<file path="src/pdirq_defs.vh">
// Register offsets, field positions and reset values for the power-down/irq pin logic
`ifndef PDIRQ_DEFS_VH
`define PDIRQ_DEFS_VH
`define PDIRQ_ADDR_MODE_OFS     5'h00
`define PDIRQ_ADDR_ICTL_OFS     5'h11
`define PDIRQ_ADDR_ISM_OFS      5'h12
`define PDIRQ_ADDR_PAGE_OFS     5'h13
`define PDIRQ_ADDR_EDC_OFS      5'h1D
`define PDIRQ_MODE_PWRDN_BIT    11
`define PDIRQ_ICTL_OE_BIT       0
`define PDIRQ_ICTL_EN_BIT       1
`define PDIRQ_EDC_EN_BIT        15
`define PDIRQ_ISM_LINK_BIT      5
`define PDIRQ_ISM_ENERGY_BIT    6
`define PDIRQ_PAGE_DIAG         16'h0002
`define PDIRQ_RST_MODE          16'h0000
`define PDIRQ_RST_FLAGS         8'h00
`define PDIRQ_RST_ICTL          16'h0000
`define PDIRQ_RST_MASK          8'h00
`define PDIRQ_RST_PAGE          16'h0000
`define PDIRQ_RST_EDC           16'h0000
`define PDIRQ_NRG_PULSE_CYC     16'h4E20
`endif

</file>
<file path="src/pdirq_port.v">
// One port's shared power-down input / interrupt output pin and its registers
//
// Notes on behaviour
// Reset: pin is power-down input, irq off
// Output enable bit makes pin irq output
// Low input pin powers the port down
// Weak pull-up; outside may pull low
// Registers stay accessible while powered down
// Output enable ignores pin as power-down
// Each port has its own pin
// All interrupt sources disabled after reset
// Irq enable plus mask gate sources
// Irq drives pin low without clock
// Status byte shows every pending cause
// Status read clears flags, pin releases
// 0003h and 0060h enable example sources
// Host reads each port on shared line
// Energy detect idle keeps low power
// Line activity runs normal power-up
// Energy detect periodically sends pulses
// Energy detect control register at 1Dh
// Page select register; page 2 diagnostics
// Pin input synchronised before power-down
`timescale 1ns/1ps
`include "pdirq_defs.vh"
module pdirq_port (
   input  wire        clk_sys_i,
   input  wire        rst_n_i,
   input  wire        reg_wr_i,
   input  wire        reg_rd_i,
   input  wire [4:0]  reg_addr_i,
   input  wire [15:0] reg_wdata_i,
   output reg  [15:0] reg_rdata_o,
   input  wire [7:0]  irq_event_i,
   input  wire        line_energy_i,
   input  wire        pin_i,
   output wire        pin_o,
   output wire        pin_oe_n_o,
   output wire        power_down_o,
   output wire        energy_low_power_o,
   output wire        energy_pulse_o,
   output wire        diag_page_o
);
   // ---------------------------------------------------------------
   // Energy-detect states
   // ---------------------------------------------------------------
   localparam [1:0] ST_AWAKE = 2'b00;
   localparam [1:0] ST_SLEEP = 2'b01;
   localparam [1:0] ST_WAKE  = 2'b10;

   // ---------------------------------------------------------------
   // Storage and internal nets
   // ---------------------------------------------------------------
   // Next-value regs are combinational; the flops are the _r names and reg_rdata_o
   reg  [15:0] mode_r;
   reg  [15:0] mode_nxt;
   reg  [15:0] ictl_r;
   reg  [15:0] ictl_nxt;
   reg  [7:0]  mask_r;
   reg  [7:0]  mask_nxt;
   reg  [7:0]  flags_r;
   reg  [7:0]  flags_nxt;
   reg  [15:0] page_r;
   reg  [15:0] page_nxt;
   reg  [15:0] edc_r;
   reg  [15:0] edc_nxt;
   reg  [15:0] rdata_nxt;
   reg  [15:0] pulse_cnt_r;
   reg  [15:0] pulse_cnt_nxt;
   reg         pulse_r;
   reg         pulse_nxt;
   reg  [1:0]  nrg_state_r;
   reg  [1:0]  nrg_state_nxt;
   reg         sleep_r;
   reg         sleep_nxt;
   wire        pin_sync;
   wire        int_oe;
   wire        int_en;
   wire        nrg_en;
   wire        pin_pd;
   wire        irq_pending;
   wire        rd_status;
   wire        wr_mode;
   wire        wr_ictl;
   wire        wr_mask;
   wire        wr_page;
   wire        wr_edc;
   wire [7:0]  ev_gated;

   // ---------------------------------------------------------------
   // Address decode
   // ---------------------------------------------------------------
   // Address match, shared by the write and read paths
   function hit;
      input [4:0] addr;
      input [4:0] ofs;
      begin
         hit = (addr == ofs);
      end
   endfunction

   // Status read doubles as the flag clear strobe
   assign rd_status = reg_rd_i & hit(reg_addr_i, `PDIRQ_ADDR_ISM_OFS);
   assign wr_mode   = reg_wr_i & hit(reg_addr_i, `PDIRQ_ADDR_MODE_OFS);
   assign wr_ictl   = reg_wr_i & hit(reg_addr_i, `PDIRQ_ADDR_ICTL_OFS);
   assign wr_mask   = reg_wr_i & hit(reg_addr_i, `PDIRQ_ADDR_ISM_OFS);
   assign wr_page   = reg_wr_i & hit(reg_addr_i, `PDIRQ_ADDR_PAGE_OFS);
   assign wr_edc    = reg_wr_i & hit(reg_addr_i, `PDIRQ_ADDR_EDC_OFS);

   // ---------------------------------------------------------------
   // Pin input path
   // ---------------------------------------------------------------
   // Agreement filter drops glitches shorter than a clock period
   pdirq_sync u_sync (
      .clk_sys_i (clk_sys_i),
      .rst_n_i   (rst_n_i),
      .d_i       (pin_i),
      .q_o       (pin_sync)
   );

   assign int_oe = ictl_r[`PDIRQ_ICTL_OE_BIT];
   assign int_en = ictl_r[`PDIRQ_ICTL_EN_BIT];

   // Pin only counts as power-down while it is not an output
   assign pin_pd = ~int_oe & ~pin_sync;
   // Register bit acts in every mode, the pin only as an input; either one powers the port down
   assign power_down_o = mode_r[`PDIRQ_MODE_PWRDN_BIT] | pin_pd;

   // ---------------------------------------------------------------
   // Interrupt flags
   // ---------------------------------------------------------------
   assign ev_gated = irq_event_i & mask_r;

   // Only enabled sources latch; a fresh event wins over a read clear
   always @* begin
      flags_nxt = flags_r | ev_gated;
      if (rd_status) begin
         flags_nxt = ev_gated;
      end
   end

   always @(posedge clk_sys_i or negedge rst_n_i) begin
      if (!rst_n_i) begin
         flags_r <= `PDIRQ_RST_FLAGS;
      end else begin
         flags_r <= flags_nxt;
      end
   end

   // Raw event is ORed in so the pin falls without a clock edge
   assign irq_pending = int_en & (|flags_r | |ev_gated);
   // Open-drain style: drive low only; enable low while driving
   assign pin_o      = 1'b0;
   assign pin_oe_n_o = ~(int_oe & irq_pending);

   // ---------------------------------------------------------------
   // Register next values
   // ---------------------------------------------------------------
   // Registers stay live regardless of power-down
   always @* begin
      mode_nxt = mode_r;
      if (wr_mode) begin
         mode_nxt = reg_wdata_i;
      end
   end

   always @* begin
      ictl_nxt = ictl_r;
      if (wr_ictl) begin
         ictl_nxt = reg_wdata_i;
      end
   end

   always @* begin
      mask_nxt = mask_r;
      if (wr_mask) begin
         mask_nxt = reg_wdata_i[7:0];
      end
   end

   always @* begin
      page_nxt = page_r;
      if (wr_page) begin
         page_nxt = reg_wdata_i;
      end
   end

   always @* begin
      edc_nxt = edc_r;
      if (wr_edc) begin
         edc_nxt = reg_wdata_i;
      end
   end

   assign diag_page_o = (page_r == `PDIRQ_PAGE_DIAG);

   // ---------------------------------------------------------------
   // Register state
   // ---------------------------------------------------------------
   always @(posedge clk_sys_i or negedge rst_n_i) begin
      if (!rst_n_i) begin
         mode_r <= `PDIRQ_RST_MODE;
      end else begin
         mode_r <= mode_nxt;
      end
   end

   always @(posedge clk_sys_i or negedge rst_n_i) begin
      if (!rst_n_i) begin
         ictl_r <= `PDIRQ_RST_ICTL;
      end else begin
         ictl_r <= ictl_nxt;
      end
   end

   always @(posedge clk_sys_i or negedge rst_n_i) begin
      if (!rst_n_i) begin
         mask_r <= `PDIRQ_RST_MASK;
      end else begin
         mask_r <= mask_nxt;
      end
   end

   always @(posedge clk_sys_i or negedge rst_n_i) begin
      if (!rst_n_i) begin
         page_r <= `PDIRQ_RST_PAGE;
      end else begin
         page_r <= page_nxt;
      end
   end

   always @(posedge clk_sys_i or negedge rst_n_i) begin
      if (!rst_n_i) begin
         edc_r <= `PDIRQ_RST_EDC;
      end else begin
         edc_r <= edc_nxt;
      end
   end

   // ---------------------------------------------------------------
   // Register reads
   // ---------------------------------------------------------------
   // Unmapped addresses read as zero; data holds until the next read
   always @* begin
      rdata_nxt = reg_rdata_o;
      if (reg_rd_i) begin
         if (hit(reg_addr_i, `PDIRQ_ADDR_MODE_OFS)) begin
            rdata_nxt = mode_r;
         end else if (hit(reg_addr_i, `PDIRQ_ADDR_ICTL_OFS)) begin
            rdata_nxt = ictl_r;
         end else if (hit(reg_addr_i, `PDIRQ_ADDR_ISM_OFS)) begin
            rdata_nxt = {flags_r, mask_r};
         end else if (hit(reg_addr_i, `PDIRQ_ADDR_PAGE_OFS)) begin
            rdata_nxt = page_r;
         end else if (hit(reg_addr_i, `PDIRQ_ADDR_EDC_OFS)) begin
            rdata_nxt = edc_r;
         end else begin
            rdata_nxt = 16'h0000;
         end
      end
   end

   always @(posedge clk_sys_i or negedge rst_n_i) begin
      if (!rst_n_i) begin
         reg_rdata_o <= 16'h0000;
      end else begin
         reg_rdata_o <= rdata_nxt;
      end
   end

   // ---------------------------------------------------------------
   // Energy detect
   // ---------------------------------------------------------------
   assign nrg_en = edc_r[`PDIRQ_EDC_EN_BIT];

   // Sleep while enabled and quiet; activity restarts normal power-up
   always @* begin
      nrg_state_nxt = nrg_state_r;
      case (nrg_state_r)
         ST_AWAKE: begin
            if (nrg_en && !line_energy_i) begin
               nrg_state_nxt = ST_SLEEP;
            end
         end
         ST_SLEEP: begin
            if (!nrg_en) begin
               nrg_state_nxt = ST_AWAKE;
            end else if (line_energy_i) begin
               nrg_state_nxt = ST_WAKE;
            end
         end
         // One-cycle step stands for the power-up sequence
         ST_WAKE: begin
            nrg_state_nxt = ST_AWAKE;
         end
         default: begin
            nrg_state_nxt = ST_AWAKE;
         end
      endcase
      sleep_nxt = (nrg_state_nxt == ST_SLEEP);
   end

   // Pulse timer runs in every state while energy detect is enabled; clearing the enable stops the pulses
   // Count ends one short so pulses come exactly a period apart
   always @* begin
      pulse_cnt_nxt = pulse_cnt_r + 16'h0001;
      pulse_nxt     = 1'b0;
      if (!nrg_en) begin
         pulse_cnt_nxt = 16'h0000;
      end else if (pulse_cnt_r == `PDIRQ_NRG_PULSE_CYC - 16'h0001) begin
         pulse_cnt_nxt = 16'h0000;
         pulse_nxt     = 1'b1;
      end
   end

   always @(posedge clk_sys_i or negedge rst_n_i) begin
      if (!rst_n_i) begin
         nrg_state_r <= ST_AWAKE;
         sleep_r     <= 1'b0;
      end else begin
         nrg_state_r <= nrg_state_nxt;
         sleep_r     <= sleep_nxt;
      end
   end

   always @(posedge clk_sys_i or negedge rst_n_i) begin
      if (!rst_n_i) begin
         pulse_cnt_r <= 16'h0000;
         pulse_r     <= 1'b0;
      end else begin
         pulse_cnt_r <= pulse_cnt_nxt;
         pulse_r     <= pulse_nxt;
      end
   end

   assign energy_low_power_o = sleep_r;
   assign energy_pulse_o     = pulse_r;
endmodule // pdirq_port

</file>
<file path="src/pdirq_sync.v">
// Three-stage synchroniser with agreement filter for an asynchronous pin
`timescale 1ns/1ps
module pdirq_sync (
   input  wire clk_sys_i,
   input  wire rst_n_i,
   input  wire d_i,
   output wire q_o
);
   reg s1_r;
   reg s2_r;
   reg s3_r;
   reg q_r;

   // Pin idles high through its pull-up, so reset to high
   always @(posedge clk_sys_i or negedge rst_n_i) begin
      if (!rst_n_i) begin
         s1_r <= 1'b1;
         s2_r <= 1'b1;
         s3_r <= 1'b1;
         q_r  <= 1'b1;
      end else begin
         s1_r <= d_i;
         s2_r <= s1_r;
         s3_r <= s2_r;
         if (s2_r == s3_r) begin
            q_r <= s3_r;
         end
      end
   end

   assign q_o = q_r;
endmodule // pdirq_sync

</file>
<file path="config.mk">
export PLATFORM = sky130hd
export DESIGN_NAME = pdirq_port
export DESIGN_NICKNAME = d
export VERILOG_FILES = /design/src/pdirq_port.v /design/src/pdirq_sync.v
export VERILOG_INCLUDE_DIRS = /design/src
export SDC_FILE = /design/constraint.sdc
export NUM_CORES = 1
export LEC_CHECK = 0
export ABC_AREA = 1
export BUFFER_PORTS_ARGS = -buffer_cell sky130_fd_sc_hd__clkbuf_2
export CAP_MARGIN = 20
export CORE_ASPECT_RATIO = 1.75
export CORE_MARGIN = 1.5
export CORE_UTILIZATION = 40
export DETAILED_ROUTE_END_ITERATION = 10
export GPL_TIMING_DRIVEN = 0
export PLACE_DENSITY = 0.65
export SYNTH_ARGS = -nofsm -noshare
export SYNTH_HDL_FRONTEND = slang
export SYNTH_SLANG_ARGS = --single-unit
</file>
<file path="constraint.sdc">
create_clock -name clk_sys_i -period 2.8 [get_ports clk_sys_i]
set_clock_uncertainty 0.05 [all_clocks]
set_input_delay 0.14 -clock clk_sys_i [delete_from_list [all_inputs] [get_ports clk_sys_i]]
set_output_delay 0.14 -clock clk_sys_i [all_outputs]
set_load 0.005 [all_outputs]
</file>
==> impl_metrics.yaml <==
run_status:
  status: "completed"
pwr:
  p_leak_nw: 3.58
  power_density_nw_per_um2: 737
  p_int_mw: 3.87
  seq_power_share: 0.430
  peakVddDrop_mv: 0.391
  p_comb_frac: 0.104
  swShare: 0.239
  p_sw_mw: 1.22
  power_frac_clock: 0.466
timing:
  worst_pin_slew_ns: 0.539
  max_freq_mhz: 555
  slew_headroom: 0.641
  setup_viol_count_final: 0
  slew_viol_final: 0
  timing.final.crit_period_ns: 1.80
  finalCritPeriodShare: 0.644
  holdWs_ns: 0.0220
  hold_viol: 0
  rsz0062_at_grt: "no"
route:
  drtAntennaViolNets: 0
  avgViaCountPerCell: 4.79
  num_vias: 4736
  drcViolationCount: 0
  drt_wl_total_mm: 14.0
  drtIter0Drc: 227
  drt-pass1-iter-count: 4
  wl_per_cell_um: 14.1
global_route:
  track_usage: 0.204
  grt-ovfl-total: 0
  grt_pass1_wl_mm: 23.4
  antenna_found_initial: 0
  grt_max_degree: 101
  grt_pass1_vias: 4778
critical_path:
  cp.required_ns: 2.61
  critical_path_arrival_ns: 1.61
  cp_top_family: "simple AND/OR/NAND/NOR gates"
  crit_start: "page_r[2]$_DFFE_PN0P_"
  crit_chain: "nor4_1 -> nand2_1 -> nor2_1 -> clkbuf_2"
  slowest_delay_ns: 0.43
  r2r_setup_slack_ns: 1.08
  start_kind: "register"
  crit_type: "reg2out"
  cp_max_fo: 3
  cp_slowest_cell: "nor4_1"
  worstReg2RegEnd: "pulse_cnt_r[1]$_DFF_PN0_"
  reg2reg_depth: 8
  crit_buf_inv: 1
  r2r-start: "pulse_cnt_r[0]$_DFF_PN0_"
  endpoint_kind: "output port"
cells_and_area:
  areaGrowthSynthToFinish_pct: 23.1
  fin_nets: 835
  diodes: 0
  drive_gt1_frac: 0.138
  post-route-util: 0.502
floorplanning:
  die_x_um: 92.5
  start_util: 0.408
  core_sq_um: 13800
  dieArea_sq_um: 14800
  io_pins: 57
  fp-row-count: 57
  fp.dieH_um: 160
synth:
  synth.avg_cell_area_sq_um: 7.88
  ys_seq_area_frac: 0.536
  ys_seq_elements: 120
  yosys-top-cells-count: "nand2_1, dfrtp_1, nor2_1, inv_1, o21ai_0"
  synth_top_area_frac: 0.517
  synth_edf_count: 0
  syn_inst: 712
  synthFlopType: "dfrtp_1"
  synth_nets: 748
  synth-async-reset-ratio: 1.00
  synth_area_leader_cell: "dfrtp_1"
  netlist_area_sq_um: 5610
  synthTopCellsByArea: "dfrtp_1, nand2_1, nor2_1, o21ai_0, inv_1"
  synth_cell_type_count: 28
  yosys_warnings: 0
  synth.most_common_cell: "nand2_1"
clocking:
  post_cts_resized: 0
  cts_sinks: 120
  cts_setup_buffers: 0
  cts.root.buffer_cell: "clkbuf_16"
  clk_path_buf_depth: 2
  numCtsBuffers: 17
  cts.clk_slew.worst_paths_ns: 0.05
  cts-htree-levels: 4
  cts_hold_buf: 12
  cts_tree: "done"
  insertion_delay_ns: 0.40
min_path:
  holdPathEnd: "mode_r[8]$_DFFE_PN0P_"
  hold_class: "in2reg"
  hold_start: "reg_wdata_i[8]"
  min_path_cells: 3
placed_design:
  gp_congestion: 0.871
  dp.final_hpwl_mm: 10.7
  portBuffers: 55
job:
  maxCapViolCount: 0
==> through the flow <==
stage	setup TNS (ns)	total power [mW]	worst slack, ns	instance area, sq um	cells
6_report	0	5.09	0.997	6910	988
5_1_grt	0	5.34	0.880	6910	988
4_1_cts	0	5.14	0.956	6910	988
3_5_place_dp	0	2.74	1.10	6140	945
3_3_place_gp	-38.96	2.71	-0.349	6110	944
2_1_floorplan	0	2.51	1.38	5610	712
==> power groups by stage <==
| stage | combinational, mW | clock [mW] | sequential [mW] |
|---|---|---|---|
| floorplan | 0.349 | 0 | 2.16 |
| global placement | 0.507 | 0 | 2.20 |
| detailed placement | 0.525 | 0 | 2.21 |
| CTS | 0.541 | 2.41 | 2.18 |
| global route | 0.620 | 2.50 | 2.22 |
| finish | 0.532 | 2.37 | 2.19 |
==> cells in the final DEF (no fill, tap or decap), types with 3 or more instances in the layout <==
cell and n:
clkbuf_8 4, buf_2 11, o21bai_1 3, inv_1 68
bufinv_16 5, clkbuf_16 17, nor3_1 6, xor2_1 4
o21ai_0 66, o21a_1 15, clkbuf_2 54, dfrtp_1 116
nor2_1 104, nand2_1 224, clkbuf_1 15, nand3_1 26
nand4_1 26, nor4_1 6, nor2_4 3, dlygate4sd3_1 12
dfstp_2 4, clkinv_2 4, buf_4 6
==> tightest hold or removal path, stage by stage <==
cell and delay, ns:
clkbuf_2 0.08, inv_1 0.11, o21ai_0 0.10
==> kinds of logic after synthesis <==
family                   share of synthesized area
flip-flops                                   0.536
AND/OR/NAND/NOR                              0.295
buffers and inverters                       0.0740
adder cells (fa/ha/maj)                    0.00401
XOR/XNOR                                   0.00624
AO/OA/AOI/OAI                               0.0839
other                                     0.000668
==> sequential cells by signal, summed over array words and instances, names as in the netlist, 2 cells and up <==
name,count
nrg_state_r,2
mode_r,16
reg_rdata_o,16
mask_r,8
page_r,16
edc_r,16
pulse_cnt_r,16
ictl_r,16
flags_r,8
==> final cells by class <==
type                            instances  area, sq um
Fill cell                            1341         6860
Buffer                                 31          153
Timing Repair Buffer                   68          432
Multi-Input combinational cell        491         2190
Clock buffer                           22          474
Tap cell                              177          221
Clock inverter                          9          170
Sequential cell                       120         3010
Inverter                               70          263
==> worst max-delay path by stage <==
stage	cells past startpoint	end	slack, ns
2_1_floorplan	8	pulse_cnt_r[0]$_DFF_PN0_	1.38
3_3_place_gp	1	reg_rdata_o[9]$_DFFE_PN0P_	-0.35
3_5_place_dp	8	pulse_cnt_r[0]$_DFF_PN0_	1.10
4_1_cts	4	diag_page_o	0.96
5_1_grt	4	diag_page_o	0.88
6_report	4	diag_page_o	1.0
==> metal layers <==
layer	vias up	track usage	wire [um]
met4	0	0.0979	408
met2	94	0.385	7880
met1	2190	0.209	5290
met3	30	0.0405	377
met5	-	0	0
li1	2422	-	-
Power figures use the tool's default switching activity.
